<file path="config.mk">
export PLATFORM = sky130hd
export DESIGN_NAME = asq_top
export DESIGN_NICKNAME = d
export VERILOG_FILES = /design/src/common/asq_pkg.sv /design/src/rtl/asq_sar.sv /design/src/rtl/asq_top.sv
export SDC_FILE = /design/constraint.sdc
export NUM_CORES = 1
export LEC_CHECK = 0
export ABC_CLOCK_PERIOD_IN_PS = 2300
export BUFFER_PORTS_ARGS = -buffer_cell sky130_fd_sc_hd__buf_2
export CORE_MARGIN = 4
export CORE_UTILIZATION = 55
export DETAILED_ROUTE_END_ITERATION = 12
export PLACE_DENSITY_LB_ADDON = 0.15
export SKIP_CTS_REPAIR_TIMING = 1
export SYNTH_ARGS = -nofsm -noshare
export SYNTH_HDL_FRONTEND = slang
export SYNTH_SLANG_ARGS = --single-unit
</file>
<file path="constraint.sdc">
create_clock -name pclk -period 2.3 [get_ports pclk]
set_input_delay 0.115 -clock pclk [delete_from_list [all_inputs] [get_ports pclk]]
set_output_delay 0.115 -clock pclk [all_outputs]
set_load 0.02 [all_outputs]
</file>
<file path="src/common/asq_pkg.sv">
package asq_pkg;

    localparam int ADDR_W = 8;
    localparam int RES_W = 10;
    localparam int NCH = 16;
    localparam int CH_W = 4;

    // Register byte offsets
    localparam logic [ADDR_W-1:0] OFF_CTRL = 8'h00;
    localparam logic [ADDR_W-1:0] OFF_SCAN0 = 8'h04;
    localparam logic [ADDR_W-1:0] OFF_SCAN1 = 8'h08;
    localparam logic [ADDR_W-1:0] OFF_SINGLE1 = 8'h0C;
    localparam logic [ADDR_W-1:0] OFF_STATUS = 8'h10;
    localparam logic [ADDR_W-1:0] OFF_IRQ_STAT = 8'h14;
    localparam logic [ADDR_W-1:0] OFF_IRQ_MASK = 8'h18;
    localparam logic [ADDR_W-1:0] OFF_SAR_VAL = 8'h1C;
    localparam logic [ADDR_W-1:0] OFF_CMP_RES = 8'h20;
    // Result words sit at 0x40..0x7C, selected by paddr[7:6]
    localparam logic [1:0] DATA_SEL = 2'h1;

    // Field positions
    localparam int CTRL_START = 0;
    localparam int CTRL_STOP = 1;
    localparam int CTRL_SCAN = 2;
    localparam int CTRL_DMA = 3;
    localparam int SCAN0_CONT = 0;
    localparam int SGL_CMP = 4;
    localparam int STAT_BUSY = 0;
    localparam int STAT_SCAN = 1;
    localparam int STAT_CH_LSB = 4;
    localparam int IRQ_SINGLE = 0;
    localparam int IRQ_SCAN = 1;
    localparam int IRQ_W = 2;

    // Channel group codes
    localparam logic [1:0] GRP_4 = 2'h0;
    localparam logic [1:0] GRP_8 = 2'h1;
    localparam logic [CH_W-1:0] LAST_4 = 4'h3;
    localparam logic [CH_W-1:0] LAST_8 = 4'h7;
    localparam logic [CH_W-1:0] LAST_16 = 4'hF;

    // Comparator settling time per trial bit
    localparam int CLK_PERIOD_NS = 10;
    localparam int SETTLE_NS = 50;
    localparam int SETTLE_CYC = (SETTLE_NS + CLK_PERIOD_NS - 1) / CLK_PERIOD_NS;
    localparam int SYNC_STAGES = 2;
    localparam logic [7:0] SETTLE_LOAD = 8'(SETTLE_CYC + SYNC_STAGES - 1);
    localparam logic [RES_W-1:0] SAR_MSB_TRIAL = 10'h200;
    localparam logic [3:0] BIT_IDX_MSB = 4'h9;

    typedef enum logic [1:0] {SAR_IDLE, SAR_SETTLE, SAR_DECIDE} asq_sar_st_e;
    typedef enum logic {SEQ_IDLE, SEQ_CONV} asq_seq_st_e;

    typedef struct packed {
        logic psel;
        logic penable;
        logic pwrite;
        logic [ADDR_W-1:0] paddr;
        logic [31:0] pwdata;
    } asq_apb_req_s;

    typedef struct packed {
        logic [31:0] prdata;
        logic pready;
        logic pslverr;
    } asq_apb_rsp_s;

endpackage

</file>
<file path="src/rtl/asq_sar.sv">
`timescale 1ns/1ns
`default_nettype none
module asq_sar import asq_pkg::*; (
    input wire logic pclk,
    input wire logic presetn,
    input wire logic start,
    input wire logic cmp_only,
    input wire logic [RES_W-1:0] cmp_value,
    input wire logic comp_in,
    output logic busy,
    output logic done,
    output logic [RES_W-1:0] result,
    output logic cmp_bit,
    output logic [RES_W-1:0] dac_code
);

    typedef struct packed {
        asq_sar_st_e st;
        logic [1:0] sync;
        logic [3:0] bit_idx;
        logic [7:0] cnt;
        logic [RES_W-1:0] code;
        logic cmp_only;
        logic cmp;
        logic done;
    } asq_sar_state_s;

    asq_sar_state_s s_r;
    asq_sar_state_s s_nxt;
    logic [3:0] next_idx;
    logic comp_s;

    assign next_idx = s_r.bit_idx - 4'h1;
    assign comp_s = s_r.sync[1];

    always_comb begin
        s_nxt = s_r;
        s_nxt.done = 1'b0;
        // Second stage alone reads the first
        s_nxt.sync = {s_r.sync[0], comp_in};
        case (s_r.st)
            SAR_IDLE: begin
                if (start) begin
                    s_nxt.cmp_only = cmp_only;
                    s_nxt.code = cmp_only ? cmp_value : SAR_MSB_TRIAL;
                    s_nxt.bit_idx = BIT_IDX_MSB;
                    s_nxt.cnt = SETTLE_LOAD;
                    s_nxt.st = SAR_SETTLE;
                end
            end
            SAR_SETTLE: begin
                // Wait covers settling plus the synchroniser delay
                if (s_r.cnt == 8'h00) begin
                    s_nxt.st = SAR_DECIDE;
                end else begin
                    s_nxt.cnt = s_r.cnt - 8'h01;
                end
            end
            SAR_DECIDE: begin
                if (s_r.cmp_only) begin
                    s_nxt.cmp = comp_s;
                    s_nxt.done = 1'b1;
                    s_nxt.st = SAR_IDLE;
                end else begin
                    if (!comp_s) begin
                        s_nxt.code[s_r.bit_idx] = 1'b0;
                    end
                    if (s_r.bit_idx == 4'h0) begin
                        s_nxt.done = 1'b1;
                        s_nxt.st = SAR_IDLE;
                    end else begin
                        s_nxt.bit_idx = next_idx;
                        s_nxt.code[next_idx] = 1'b1;
                        s_nxt.cnt = SETTLE_LOAD;
                        s_nxt.st = SAR_SETTLE;
                    end
                end
            end
            default: begin
                s_nxt.st = SAR_IDLE;
            end
        endcase
    end

    always_ff @(posedge pclk or negedge presetn) begin
        if (!presetn) begin
            s_r <= '0;
        end else begin
            s_r <= s_nxt;
        end
    end

    assign busy = (s_r.st != SAR_IDLE);
    assign done = s_r.done;
    assign result = s_r.code;
    assign cmp_bit = s_r.cmp;
    assign dac_code = s_r.code;

endmodule
`default_nettype wire

</file>
<file path="src/rtl/asq_top.sv">
// How it works
// - Single mode works on one channel, doing one conversion or one compare, then stops.
// - A finished single operation raises the interrupt, or a DMA request on instance zero.
// - Scan mode converts a group of 4, 8 or 16 channels one after another.
// - Single-shot scan does one pass and stops after the last channel.
// - Continuous scan wraps to channel zero until software writes the stop bit.
// - A 4-channel scan converts inputs 0 to 3 in rising order.
// - An 8-channel scan covers 0 to 7 and a 16-channel scan 0 to 15, rising.
// - Each scan result lands in the result word of its own channel, every pass.
// - Each finished scan pass raises the interrupt, or a DMA request on instance zero.
// - Single mode uses the channel from the single configuration select field.
// - A single compare against the approximation value sets or clears that channel's bit.
`timescale 1ns/1ns
`default_nettype none
module asq_top import asq_pkg::*; #(
    parameter bit INSTANCE_ZERO = 1'b1
) (
    input wire logic pclk,
    input wire logic presetn,
    input wire asq_apb_req_s apb_i,
    output asq_apb_rsp_s apb_o,
    input wire logic comp_in,
    output logic [CH_W-1:0] ch_sel,
    output logic [RES_W-1:0] dac_code,
    output logic irq,
    output logic dma_req
);

    typedef struct packed {
        asq_seq_st_e st;
        logic [CH_W-1:0] ch;
        logic run_scan;
        logic run_cont;
        logic run_cmp;
        logic stop_req;
        logic sar_start;
        logic ctrl_scan;
        logic ctrl_dma;
        logic scan_cont;
        logic [1:0] grp;
        logic [CH_W-1:0] sgl_ch;
        logic sgl_cmp;
        logic [RES_W-1:0] sar_val;
        logic [NCH-1:0] cmp_res;
        logic [NCH-1:0][RES_W-1:0] data;
        logic [IRQ_W-1:0] irq_stat;
        logic [IRQ_W-1:0] irq_mask;
        logic irq;
        logic dma_req;
        asq_apb_rsp_s rsp;
    } asq_state_s;

    asq_state_s s_r;
    asq_state_s s_nxt;

    logic sar_busy;
    logic sar_done;
    logic [RES_W-1:0] sar_result;
    logic sar_cmp;
    logic [RES_W-1:0] sar_dac;
    logic setup;
    logic wr;
    logic start_wr;
    logic stop_wr;
    logic ev_single;
    logic ev_scan;
    logic dma_sel;
    logic [IRQ_W-1:0] irq_clr;
    logic [IRQ_W-1:0] irq_set;
    logic [31:0] rd_data;
    logic rd_err;

    function automatic logic [CH_W-1:0] last_ch(input logic [1:0] grp);
        case (grp)
            GRP_4: last_ch = LAST_4;
            GRP_8: last_ch = LAST_8;
            default: last_ch = LAST_16;
        endcase
    endfunction

    function automatic logic is_data(input logic [ADDR_W-1:0] a);
        is_data = (a[7:6] == DATA_SEL) && (a[1:0] == 2'h0);
    endfunction

    assign setup = apb_i.psel && !apb_i.penable;
    assign wr = apb_i.psel && apb_i.penable && s_r.rsp.pready && apb_i.pwrite;
    assign dma_sel = s_r.ctrl_dma && INSTANCE_ZERO;

    // Read mux, evaluated in the setup cycle
    always_comb begin
        rd_data = 32'h0000_0000;
        rd_err = 1'b0;
        if (is_data(apb_i.paddr)) begin
            rd_data = 32'(s_r.data[apb_i.paddr[5:2]]);
        end else begin
            case (apb_i.paddr)
                OFF_CTRL: begin
                    rd_data[CTRL_SCAN] = s_r.ctrl_scan;
                    rd_data[CTRL_DMA] = s_r.ctrl_dma;
                end
                OFF_SCAN0: rd_data[SCAN0_CONT] = s_r.scan_cont;
                OFF_SCAN1: rd_data = 32'(s_r.grp);
                OFF_SINGLE1: rd_data = 32'({s_r.sgl_cmp, s_r.sgl_ch});
                OFF_STATUS: begin
                    rd_data[STAT_BUSY] = (s_r.st != SEQ_IDLE);
                    rd_data[STAT_SCAN] = s_r.run_scan;
                    rd_data[STAT_CH_LSB +: CH_W] = s_r.ch;
                end
                OFF_IRQ_STAT: rd_data = 32'(s_r.irq_stat);
                OFF_IRQ_MASK: rd_data = 32'(s_r.irq_mask);
                OFF_SAR_VAL: rd_data = 32'(s_r.sar_val);
                OFF_CMP_RES: rd_data = 32'(s_r.cmp_res);
                default: rd_err = 1'b1;
            endcase
        end
    end

    always_comb begin
        s_nxt = s_r;
        s_nxt.sar_start = 1'b0;
        s_nxt.dma_req = 1'b0;
        start_wr = 1'b0;
        stop_wr = 1'b0;
        irq_clr = '0;
        ev_single = 1'b0;
        ev_scan = 1'b0;
        // Zero-wait slave: pready rises in every access phase
        s_nxt.rsp.pready = setup;
        s_nxt.rsp.pslverr = setup && rd_err;
        s_nxt.rsp.prdata = (setup && !apb_i.pwrite) ? rd_data : 32'h0000_0000;
        if (wr && !rd_err) begin
            case (apb_i.paddr)
                OFF_CTRL: begin
                    start_wr = apb_i.pwdata[CTRL_START];
                    stop_wr = apb_i.pwdata[CTRL_STOP];
                    s_nxt.ctrl_scan = apb_i.pwdata[CTRL_SCAN];
                    s_nxt.ctrl_dma = apb_i.pwdata[CTRL_DMA];
                end
                // Scan type and channel group held in two registers
                // scan configuration
                OFF_SCAN0: s_nxt.scan_cont = apb_i.pwdata[SCAN0_CONT];
                OFF_SCAN1: s_nxt.grp = apb_i.pwdata[1:0];
                OFF_SINGLE1: begin
                    s_nxt.sgl_ch = apb_i.pwdata[CH_W-1:0];
                    s_nxt.sgl_cmp = apb_i.pwdata[SGL_CMP];
                end
                OFF_IRQ_STAT: irq_clr = apb_i.pwdata[IRQ_W-1:0];
                OFF_IRQ_MASK: s_nxt.irq_mask = apb_i.pwdata[IRQ_W-1:0];
                OFF_SAR_VAL: s_nxt.sar_val = apb_i.pwdata[RES_W-1:0];
                default: begin
                end
            endcase
        end
        if (stop_wr && s_r.st != SEQ_IDLE) begin
            s_nxt.stop_req = 1'b1;
        end
        case (s_r.st)
            SEQ_IDLE: begin
                s_nxt.stop_req = 1'b0;
                // Start while busy is ignored
                if (start_wr) begin
                    s_nxt.run_scan = s_nxt.ctrl_scan;
                    s_nxt.run_cont = s_nxt.scan_cont;
                    s_nxt.run_cmp = s_nxt.sgl_cmp && !s_nxt.ctrl_scan;
                    s_nxt.ch = s_nxt.ctrl_scan ? '0 : s_nxt.sgl_ch;
                    s_nxt.sar_start = 1'b1;
                    s_nxt.st = SEQ_CONV;
                end
            end
            SEQ_CONV: begin
                if (sar_done && !s_r.run_scan) begin
                    if (s_r.run_cmp) begin
                        s_nxt.cmp_res[s_r.ch] = sar_cmp;
                    end else begin
                        s_nxt.data[s_r.ch] = sar_result;
                    end
                    ev_single = 1'b1;
                    s_nxt.st = SEQ_IDLE;
                end else if (sar_done) begin
                    s_nxt.data[s_r.ch] = sar_result;
                    if (s_r.ch == last_ch(s_r.grp)) begin
                        ev_scan = 1'b1;
                        if (s_r.run_cont && !s_nxt.stop_req) begin
                            s_nxt.ch = '0;
                            s_nxt.sar_start = 1'b1;
                        end else begin
                            s_nxt.st = SEQ_IDLE;
                        end
                    end else if (s_nxt.stop_req) begin
                        // Stop ends a partial pass with no pass event
                        s_nxt.st = SEQ_IDLE;
                    end else begin
                        s_nxt.ch = s_r.ch + 4'h1;
                        s_nxt.sar_start = 1'b1;
                    end
                end
            end
            default: begin
                s_nxt.st = SEQ_IDLE;
            end
        endcase
        irq_set = dma_sel ? '0 : {ev_scan, ev_single};
        s_nxt.dma_req = dma_sel && (ev_single || ev_scan);
        // Set beats a simultaneous write-one clear
        s_nxt.irq_stat = (s_r.irq_stat & ~irq_clr) | irq_set;
        s_nxt.irq = |(s_nxt.irq_stat & s_nxt.irq_mask);
    end

    always_ff @(posedge pclk or negedge presetn) begin
        if (!presetn) begin
            s_r <= '0;
        end else begin
            s_r <= s_nxt;
        end
    end

    asq_sar u_sar (
        .pclk(pclk),
        .presetn(presetn),
        .start(s_r.sar_start),
        .cmp_only(s_r.run_cmp),
        .cmp_value(s_r.sar_val),
        .comp_in(comp_in),
        .busy(sar_busy),
        .done(sar_done),
        .result(sar_result),
        .cmp_bit(sar_cmp),
        .dac_code(sar_dac)
    );

    assign apb_o = s_r.rsp;
    assign ch_sel = s_r.ch;
    assign dac_code = sar_dac;
    assign irq = s_r.irq;
    assign dma_req = s_r.dma_req;
endmodule
`default_nettype wire

</file>
==> key figures, run 1 <==
Status
  • Status: finished clean

Logic synthesis
  • Post-synth EDFFs: 0
  • Synthesized cell area: about 13000 sq um
  • Fraction of synthesized cell area taken by the top area cell type: 51.7%
  • Synthesized area per cell: 13.0 sq um
  • Main synth FF type: dfrtp_1
  • Cell accounting for the most synthesized area: dfrtp_1
  • Distinct cell type count after synthesis: 60
  • Largest cells by area after synthesis: dfrtp_1, mux2_2, mux4_2
  • Ys async rst share: 100%
  • Yosys reg bits: 259
  • Cells after synthesis: 967
  • Sequential area share after synthesis: a little over 50%
  • Synth warnings: 0

STA
  • Transition time of the tightest slew-check pin: between 0.7 and 0.8 ns
  • Max-slew violation total from the final report: 0
  • Total Neg Setup Slack: 0 ns
  • Worst slew slack as a fraction of its limit: 53.2%
  • Period utilization: 94.8%
  • Layout Skew: 0.00953 ns
  • Shortest period the worst path allows: 2.18 ns
  • Hold Fails Final Rpt: 0
  • Post-layout worst setup margin: 0.119 ns
  • Timing-limited maximum frequency: 459 MHz
  • Final-report setup violation count: 0
  • Unrepaired setup endpoints after global routing: no

CTS
  • Total CTS buffers: 27
  • Worst-skew pair later-pin latency: 0.54 ns
  • Root buf cell: clkbuf_16
  • CTS tree: yes
  • Deepest level of the CTS H-tree: 1
  • Clock slew at the register clock pins of the worst setup and hold paths: around 0.06 ns
  • CTS Sinks: 259
  • Longest Clk Path Bufs: 3

Die
  • Initial core utilization: 55.6%
  • Full die area: roughly 25000 sq um
  • Die Y-Extent: approximately 160 um
  • DIE WIDTH: 159 um
  • IO Count: 96
  • Site row count: between 50 and 60
  • Core box area: 22600 sq um

GRT
  • Maximum number of pins on one net before global-route repair: 86
  • Wire length of the first global-routing pass: approximately 46 mm
  • Vias in the first global route: 8079
  • All-layer global routing usage: 22.6%
  • Antenna violations before repair: 0
  • Residual overflow from global routing: 0

Finish
  • Number of nets in the layout: between 1000 and 1500
  • Fraction of layout instances using a drive strength above 1: 40.1%
  • Layout-stage area growth over the synthesis result: 14.1%
  • Summed area of non-filler cells in the final layout: 14300 sq um
  • Most frequent cells in the layout: dfrtp_1, mux2_2, buf_4
  • Total inserted antenna cells: 0
  • Leading cell type in the layout, fill and taps excluded: dfrtp_1

Power and ir drop
  • Power density over the cells: 744 nW/um^2
  • Static leakage: between 7 and 8 nW
  • Peak VDD IR: around 660 uV

Critical path
  • Kind of end point of the critical path: flip-flop
  • Crit path capture: u_sar.s_r[20]
  • Arrival time of the worst setup path: 2.66 ns
  • CP required: ~2.8 ns
  • End of the worst register-to-register path: u_sar.s_r[20]
  • Flop-to-flop setup slack: between 0.1 and 0.15 ns
  • Reg-to-reg critical path startpoint: u_sar.s_r[27]
  • Critical Setup Path Class: reg2reg
  • Critical Path Start Type: flip-flop
  • CP Max Fanout: 6
  • Depth of the worst register-to-register path: 6
  • Start point of the critical path: u_sar.s_r[27]

Drt
  • DRC marker count from the first detailed-route iteration: around 560
  • Number of iterations in the first detailed-routing pass: 5
  • Routed vias/inst: 6.02
  • Wirelength per Cell: approximately 21 um
  • Via count: 8156
  • Total wirelength of the detailed-routed design: around 29 mm
  • Remaining antenna violation count: 0
  • DRC violation count after routing: 0

Flow run
  • Max Cap Viol: 0

Worst hold path
  • HP Class: in2async

Placement
  • Placement Setup Slack: -0.0702 ns
  • Routability congestion estimate from global placement: 0.855
  • I/O Buffers: between 50 and 60
  • Area after detailed placement: 13300 sq um
  • Final HPWL from detailed placement: 19.3 mm
==> final cells by class <==
cell class | instances | area [sq um]
inverter | 19 | 71.3
tap | 285 | 357
fill | 1704 | 8250
sequential | 259 | 6480
timing repair buffer | 144 | 1070
clock buffer | 43 | 796
multi-input combinational | 598 | 5490
clock inverter | 6 | 47.5
==> synthesized netlist by cell type (3+ instances only) <==
master     number
dfrtp_1       259
mux2_2        206
nand2_1        51
buf_4          48
clkbuf_1       43
mux4_2         41
o21ai_0        32
nor2_1         27
a21oi_1        23
nor2b_1        23
inv_1          19
nor3_1         16
nor4_1         14
and2_1         10
and3_1         10
ha_1           10
a2111oi_0       9
a211oi_1        9
a22o_1          8
buf_1           8
nand2b_1        8
a32oi_1         7
a31oi_1         6
nand3_1         6
a221o_1         5
a221oi_1        5
buf_2           5
a21o_1          4
a211o_1         3
mux2i_1         3
o211ai_1        3
o21a_1          3
o2bb2ai_1       3
or3_1           3
or4_1           3
==> report_power, final <==
| part | internal, mW | leakage [nW] | switching, mW |
|---|---|---|---|
| logic | 0.668 | 3.02 | 0.963 |
| clock network | 2.37 | 0.413 | 1.76 |
| registers | 4.68 | 3.60 | 0.213 |
==> registers in the layout, indices dropped and copies added, names as in the netlist <==
signal          cells
s_r               205
u_sar.comp_s        1
u_sar.cmp_bit       1
u_sar.done          1
dma_req             1
irq                 1
u_sar.dac_code     10
apb_o              18
ch_sel              4
dma_sel             1
u_sar.s_r          15
u_sar.s_nxt         1
==> worst min path at each step <==
stage | start | end | slack, ns | depth (start not counted)
CTS | presetn | u_sar.s_r[19] | -0.57 | 1
detailed placement | presetn | u_sar.s_r[19] | -0.007 | 1
global placement | presetn | u_sar.s_r[19] | -0.006 | 1
floorplan | presetn | apb_o[0] | -0.18 | 0
finish | presetn | u_sar.s_r[19] | 0.02 | 2
global route | presetn | s_r[183] | 0.04 | 2
==> metrics by stage <==
step | std cells | hold WS [ns] | utilization [%] | power [mW]
6_report | 1354 | 0.0201 | 63.4 | 10.7
5_1_grt | 1354 | 0.0444 | 63.4 | 11.2
4_1_cts | 1340 | -0.574 | 62.6 | 10.6
3_5_place_dp | 1291 | -0.00695 | 58.9 | 6.45
3_3_place_gp | 1291 | -0.00573 | 58.9 | 6.44
2_1_floorplan | 982 | -0.181 | - | 5.94
==> metal layers <==
metal  vias to the layer above  wire length [um]  global-route usage [%]
li1                       3689                 -                       -
met3                        54              1380                    3.13
met1                      4173             13000                    32.5
met5                         -                 0                       0
met2                       240             13900                    36.6
met4                         0               810                    6.47
==> kinds of logic (layout without fill, tap and decap cells) <==
kind of cell,after synthesis,after routing,share of synthesized area (%)
flip-flops,259,259,51.7
multiplexers,252,252,26.5
AND/OR/NAND/NOR,185,185,7.88
AO/OA/AOI/OAI,133,133,7.46
buffers and inverters,125,212,5.34
adder cells (fa/ha/maj),10,10,0.997
XOR/XNOR,2,2,0.140
other,1,16,0.0299
==> worst max-delay path: stages (launching register included) <==
cell and delay [ns]:
dfrtp_1 0.39, inv_1 0.10, ha_1 0.22, o21a_1 0.18
or4b_2 0.80, nor4_1 0.29, o21a_1 0.14
(Power assumes the default switching activity.)
==> run 2: changes to the inputs <==
--- a/config.mk
+++ b/config.mk
@@ -5,11 +5,13 @@
 export SDC_FILE = /design/constraint.sdc
 export NUM_CORES = 1
 export LEC_CHECK = 0
-export ABC_CLOCK_PERIOD_IN_PS = 2300
+export ABC_AREA = 1
+export ABC_CLOCK_PERIOD_IN_PS = 2600
 export BUFFER_PORTS_ARGS = -buffer_cell sky130_fd_sc_hd__buf_2
 export CORE_MARGIN = 4
 export CORE_UTILIZATION = 55
 export DETAILED_ROUTE_END_ITERATION = 12
+export HOLD_SLACK_MARGIN = 0.06
 export PLACE_DENSITY_LB_ADDON = 0.15
 export SKIP_CTS_REPAIR_TIMING = 1
 export SYNTH_ARGS = -nofsm -noshare
==> constraint.sdc (replaced) <==
create_clock -name pclk -period 2.6 [get_ports pclk]
set_input_delay 0.13 -clock pclk [delete_from_list [all_inputs] [get_ports pclk]]
set_output_delay 0.13 -clock pclk [all_outputs]
set_load 0.02 [all_outputs]
==> key figures, run 2 <==
Placement
  • I/O Buffers: 57
  • Placement Setup Slack: 0.336 ns
  • Routability congestion estimate from global placement: 0.871
  • Cell Count Post-Placement: 1627
  • Final HPWL from detailed placement: 20.9 mm

CTS
  • Clock slew at the register clock pins of the worst setup and hold paths: 0.06 ns
  • Worst-skew pair later-pin latency: 0.54 ns
  • CTS tree: yes
  • Total CTS buffers: 28
  • Root buf cell: clkbuf_16
  • CTS Sinks: between 200 and 300
  • Deepest level of the CTS H-tree: 1
  • Longest Clk Path Bufs: 3

Logic synthesis
  • Largest cells by area after synthesis: dfrtp_1, o21ai_0, nand2_1
  • Post-synth EDFFs: 0
  • Yosys reg bits: between 200 and 300
  • Distinct cell type count after synthesis: 42
  • Main synth FF type: dfrtp_1
  • Most frequent cells after synthesis: nand2_1, dfrtp_1, o21ai_0
  • Synthesized cell area: 12000 sq um
  • Synth warnings: 0
  • Cell with the most instances after synthesis: nand2_1
  • Cell accounting for the most synthesized area: dfrtp_1
  • Synthesized area per cell: 8.65 sq um
  • Sequential area share after synthesis: between 50% and 60%
  • Cells after synthesis: 1388
  • Ys async rst share: 100%
  • Fraction of synthesized cell area taken by the top area cell type: 54.0%

Critical path
  • Kind of end point of the critical path: flip-flop
  • Critical Path Start Type: flip-flop
  • Slowest stage cell on the critical path: ha_1
  • Buffers and inverters on the worst path: 3
  • Slowest Stage Delay on Critical Path: 0.46 ns
  • Category of cells accounting for the largest share of critical-path delay: buffers and inverters
  • Critical Setup Path Class: reg2reg
  • CP required: 3.06 ns
  • Reg-to-reg critical path startpoint: u_sar.s_r[27]
  • Start point of the critical path: u_sar.s_r[27]
  • CP Max Fanout: 15
  • Critical Path Most Common Cell: inv_1
  • Sequence of cells on the critical path: inv_1, ha_1, inv_1, o21ai_1, nor3_1, o21ai_2, inv_1, nand2_1, nor2_1, nor3_1
  • Arrival time of the worst setup path: 2.72 ns

Finish
  • Most frequent cells in the layout: nand2_1, dfrtp_1, o21ai_0
  • Layout-stage area growth over the synthesis result: 10.7%
  • Leading cell type in the layout, fill and taps excluded: nand2_1
  • Count of placed standard cells in the final layout, fillers left out: 1693
  • Fill count: 1829
  • Area taken by multi-input logic gates: between 4000 and 5000 sq um
  • Fraction of layout instances using a drive strength above 1: 10.3%
  • Number of nets in the layout: 1454
  • Storage cell area: 6480 sq um
  • Total inserted antenna cells: 0
  • Fraction of the core area covered by cells at the end of the flow: between 60% and 70%
  • Register containing the most flip-flops in the final layout: s_r
  • Flip-flop count of the largest register after layout: 205

Power and ir drop
  • Clock power frac: 38.8%
  • Switching power: 3.03 mW
  • Switching portion of total power: a little under a third
  • Internal power consumption: 6.94 mW
  • Part of the power in registers: 43.3%
  • Static leakage: 6.28 nW
  • Peak VDD IR: approximately 640 uV
  • Power density over the cells: around 750 nW/um^2
  • Combinational power share: 17.9%

Drt
  • DRC violation count after routing: 0
  • DRC marker count from the first detailed-route iteration: between 900 and 1000
  • Via count: about 10000
  • Total wirelength of the detailed-routed design: roughly 32 mm
  • Wirelength per Cell: 18.7 um
  • Number of iterations in the first detailed-routing pass: 5
  • Remaining antenna violation count: 0
  • Routed vias/inst: 5.86

GRT
  • Residual overflow from global routing: 0
  • Vias in the first global route: 9228
  • Wire length of the first global-routing pass: 50.7 mm
  • Antenna violations before repair: 0
  • Maximum number of pins on one net before global-route repair: 83
  • All-layer global routing usage: 26.1%

Die
  • Die Y-Extent: approximately 160 um
  • IO Count: 96
  • Core box area: 21200 sq um
  • Site row count: 53
  • Initial core utilization: 56.6%
  • DIE WIDTH: around 160 um
  • Full die area: 24300 sq um

STA
  • Hold Fails Final Rpt: 0
  • Final-report setup violation count: 0
  • Post-layout worst setup margin: roughly 0.34 ns
  • Layout Skew: between 0.009 and 0.01 ns
  • Period utilization: 86.9%
  • Unrepaired setup endpoints after global routing: no
  • Transition time of the tightest slew-check pin: between 0.8 and 0.9 ns
  • Timing-limited maximum frequency: ~440 MHz
  • Total Neg Setup Slack: 0 ns
  • Shortest period the worst path allows: 2.26 ns
  • Max-slew violation total from the final report: 0
  • Worst slew slack as a fraction of its limit: between 40% and 50%

Flow run
  • Max Cap Viol: 0

Worst hold path
  • Launch instance of the worst min-delay path: apb_i[38]
  • HP Class: in2reg

Status
  • Status: finished clean
run 2: cells by family after synthesis:
group / synth area share (%)
compound gates: 20.0
buf+inv: 8.63
other cells: 0.0312
flops: 54.0
fa+ha+maj: 1.04
simple gates: 15.5
xor+xnor: 0.292
mux: 0.563
run 2: path summary, 6_finish.rpt:
kind | to | cells past startpoint | slack [ns]
max | u_sar.s_r[19] | 10 | 0.34
min | apb_o[12] | 4 | 0.05
max reg2reg | u_sar.s_r[19] | 10 | 0.34
min reg2reg | u_sar.comp_s | 0 | 0.35
max in group asynchronous | irq | 3 | 1.65
min in group asynchronous | s_r[193] | 2 | 0.11
run 2: worst min-delay path: stages:
cell and delay (ns):
buf_2 0.10, nor2_1 0.05, nand3_1 0.18, nor2_1 0.07
run 2: power by group through the flow:
stage          sequential (mW)  combinational, mW  clock, mW
3_5_place_dp              4.39               1.76          0
6_report                  4.32               1.79       3.87
5_1_grt                   4.33               2.01       4.10
2_1_floorplan             4.33               1.29          0
3_3_place_gp              4.39               1.74          0
4_1_cts                   4.32               1.78       3.91
run 2: per-layer routing:
layer / wire length (um) / part of all wire (%) / up-vias / global-route usage (%)
met3: 2580 / 8.2 / 49 / 4.74
met2: 14200 / 45 / 393 / 38.9
met5: 0 / 0 / - / 0
li1: - / - / 4654 / -
met1: 14200 / 45 / 4825 / 40.0
met4: 620 / 2.0 / 0 / 6.75
run 2: area by class of cell:
cell class | count | area share (%)
Multi-Input combinational cell | 920 | 34.2
Tap cell | 275 | 2.59
Timing Repair Buffer | 88 | 4.84
Inverter | 101 | 2.85
Sequential cell | 259 | 48.7
Clock inverter | 7 | 0.536
Clock buffer | 43 | 6.22
run 2: stage by stage:
step | power [mW] | cell area (sq um) | hold slack, ns
final | 9.97 | 13300 | 0.0485
after detailed placement | 6.15 | 12200 | 0.108
after global routing | 10.4 | 13300 | 0.0670
after floorplan | 5.63 | 12100 | -0.166
after global placement | 6.13 | 12200 | 0.108
after CTS | 10.0 | 13100 | -0.465
==> run 3: changes to the inputs <==
--- a/config.mk
+++ b/config.mk
@@ -5,15 +5,14 @@
 export SDC_FILE = /design/constraint.sdc
 export NUM_CORES = 1
 export LEC_CHECK = 0
-export ABC_AREA = 1
 export ABC_CLOCK_PERIOD_IN_PS = 2600
 export BUFFER_PORTS_ARGS = -buffer_cell sky130_fd_sc_hd__buf_2
+export CAP_MARGIN = 10
 export CORE_MARGIN = 4
 export CORE_UTILIZATION = 55
 export DETAILED_ROUTE_END_ITERATION = 12
 export HOLD_SLACK_MARGIN = 0.06
 export PLACE_DENSITY_LB_ADDON = 0.15
-export SKIP_CTS_REPAIR_TIMING = 1
 export SYNTH_ARGS = -nofsm -noshare
 export SYNTH_HDL_FRONTEND = slang
 export SYNTH_SLANG_ARGS = --single-unit
==> key figures, run 3 (synthesis gave the netlist of run 1 again) <==
GRT
  • Met3 Track Usage GR: 3.21%
  • GR Layer Usage met2: 37.9%
  • Vias in the first global route: 8211
  • Maximum number of pins on one net before global-route repair: 76
  • Antenna violations before repair: 0
  • Residual overflow from global routing: 0
  • All-layer global routing usage: 23.1%
  • Met1 demand-to-capacity share in global routing: about a third
  • Top Usage Layer GRT: met2
  • Wire length of the first global-routing pass: 47.0 mm

Power and ir drop
  • Part of the power in registers: between 40% and 50%
  • Peak VDD IR: 451 uV
  • Clock power frac: 41.7%
  • Internal power consumption: 6.99 mW
  • Power density over the cells: 678 nW/um^2
  • Switching power: 2.58 mW
  • Static leakage: just under 7 nW
  • Switching portion of total power: 27.0%
  • Combinational power share: about 13%

STA
  • Total Neg Setup Slack: 0 ns
  • Final-report setup violation count: 0
  • Hold Fails Final Rpt: 0
  • Shortest period the worst path allows: 2.33 ns
  • Timing-limited maximum frequency: between 400 and 500 MHz
  • Max-slew violation total from the final report: 0
  • Period utilization: 89.5%
  • Post-layout worst setup margin: 0.274 ns
  • Transition time of the tightest slew-check pin: 0.881 ns
  • Layout Skew: between 0.01 and 0.015 ns
  • Unrepaired setup endpoints after global routing: no
  • Worst slew slack as a fraction of its limit: 41.2%

CTS
  • Deepest level of the CTS H-tree: 1
  • Longest Clk Path Bufs: 3
  • Buffers inserted by post-CTS timing repair: 0
  • CTS tree: yes
  • Root buf cell: clkbuf_16
  • Worst-skew pair later-pin latency: 0.53 ns
  • Total CTS buffers: 27
  • CTS Sinks: around 260
  • Clock slew at the register clock pins of the worst setup and hold paths: 0.06 ns

Die
  • IO Count: 96
  • Die Y-Extent: between 150 and 200 um
  • Initial core utilization: between 50% and 60%
  • Core box area: 22600 sq um
  • Full die area: between 20000 and 30000 sq um
  • Site row count: 55
  • DIE WIDTH: 159 um

Drt
  • Routed vias/inst: 6.04
  • DRC marker count from the first detailed-route iteration: 464
  • Number of iterations in the first detailed-routing pass: 5
  • Via count: approximately 8000
  • Total wirelength of the detailed-routed design: 29.2 mm
  • DRC violation count after routing: 0
  • Remaining antenna violation count: 0
  • Wirelength per Cell: 22.0 um

Critical path
  • Slowest stage cell on the critical path: or4b_2
  • Kind of end point of the critical path: flip-flop
  • Flop-to-flop setup slack: 0.27 ns
  • Arrival time of the worst setup path: roughly 2.8 ns
  • Critical Setup Path Class: reg2reg
  • Reg-to-reg critical path startpoint: u_sar.s_r[13]
  • Category of cells accounting for the largest share of critical-path delay: simple AND/OR/NAND/NOR gates
  • CP Max Fanout: 5
  • Buffers and inverters on the worst path: 1
  • Sequence of cells on the critical path: inv_1, ha_1, or4b_2, or4_1, a21oi_1, o21ai_0, o22ai_1
  • CP required: a little over 3 ns
  • Critical Path Start Type: flip-flop
  • Start point of the critical path: u_sar.s_r[13]
  • Slowest Stage Delay on Critical Path: between 0.6 and 0.7 ns

Placement
  • Placement Setup Slack: 0.236 ns
  • I/O Buffers: 57
  • Final HPWL from detailed placement: ~19 mm
  • Routability congestion estimate from global placement: 0.911

Finish
  • Layout-stage area growth over the synthesis result: 12.4%
  • Fill count: 1816
  • Number of nets in the layout: 1073
  • Fraction of layout instances using a drive strength above 1: 38.5%
  • Most frequent cells in the layout: dfrtp_1, mux2_2, buf_2
  • Leading cell type in the layout, fill and taps excluded: dfrtp_1
  • Flip-flop count of the largest register after layout: ~210
  • Register containing the most flip-flops in the final layout: s_r
  • Fraction of the core area covered by cells at the end of the flow: 62.5%
  • Total inserted antenna cells: 0

Worst hold path
  • HP Class: in2reg
  • Launch instance of the worst min-delay path: apb_i[40]

Status
  • Status: finished clean

Flow run
  • Max Cap Viol: 0
[run 3: cell count changes in the layout (fill, tap and decap cells not counted), sizes merged, moves of 18 or more]
cell | before | now
nand2 | 326 | 51
o21ai | 252 | 32
mux2 | 6 | 206
o22ai | 86 | 2
inv | 101 | 20
nor2 | 74 | 27
mux4 | 0 | 43
buf | 72 | 98
nor2b | 0 | 23
a21oi | 43 | 23
nand3 | 24 | 6
[run 3: timing repair]
item                       CTS  global route
setup endpoints to repair    0             0
hold endpoints to repair   101             0
hold buffers                14             0
resized for setup            0             0
[run 3: worst paths after layout]
| kind | cells after the start | endpoint |
|---|---|---|
| min | 3 | apb_o[16] |
| min in group asynchronous | 2 | u_sar.s_r[16] |
| max | 7 | u_sar.s_r[27] |
| max reg2reg | 7 | u_sar.s_r[27] |
| max in group asynchronous | 3 | s_r[66] |
| min reg2reg | 0 | u_sar.comp_s |
[run 3: area by class of cell]
class	count	area, sq um	share of cell area (%)
Sequential cell	259	6480	46.0
Multi-Input combinational cell	598	5450	38.7
Timing Repair Buffer	112	808	5.73
Inverter	19	71.3	0.506
Tap cell	285	357	2.53
Clock inverter	9	103	0.728
Clock buffer	41	828	5.87
[run 3: worst reg2reg max path, stage by stage, from the launching register on]
cell     delay [ns]
dfrtp_1        0.37
inv_1          0.09
ha_1           0.18
or4b_2         0.66
or4_1          0.48
a21oi_1        0.21
o21ai_0        0.11
o22ai_1        0.14
[run 3: through the flow]
stage	std cells	instance area, sq um	hold WS [ns]	power [mW]
global placement	1259	13000	0.146	5.60
CTS	1323	14100	0.0614	9.64
floorplan	982	12600	-0.166	5.26
finish	1323	14100	0.0756	9.56
global route	1323	14100	0.0626	10.0
detailed placement	1259	13000	0.153	5.62
[run 3: power by group through the flow]
stage | sequential (mW) | clock, mW | combinational, mW
2_1_floorplan | 4.28 | 0 | 0.980
5_1_grt | 4.36 | 4.24 | 1.39
3_5_place_dp | 4.41 | 0 | 1.21
6_report | 4.34 | 3.99 | 1.24
3_3_place_gp | 4.41 | 0 | 1.20
4_1_cts | 4.34 | 4.06 | 1.23
[run 3: metal layers]
layer  up-vias  part of all wire [%]
li1       3621                     -
met1      4144                    46
met3        40                   3.9
met4         0                   2.1
met2       186                    48
met5         -                     0
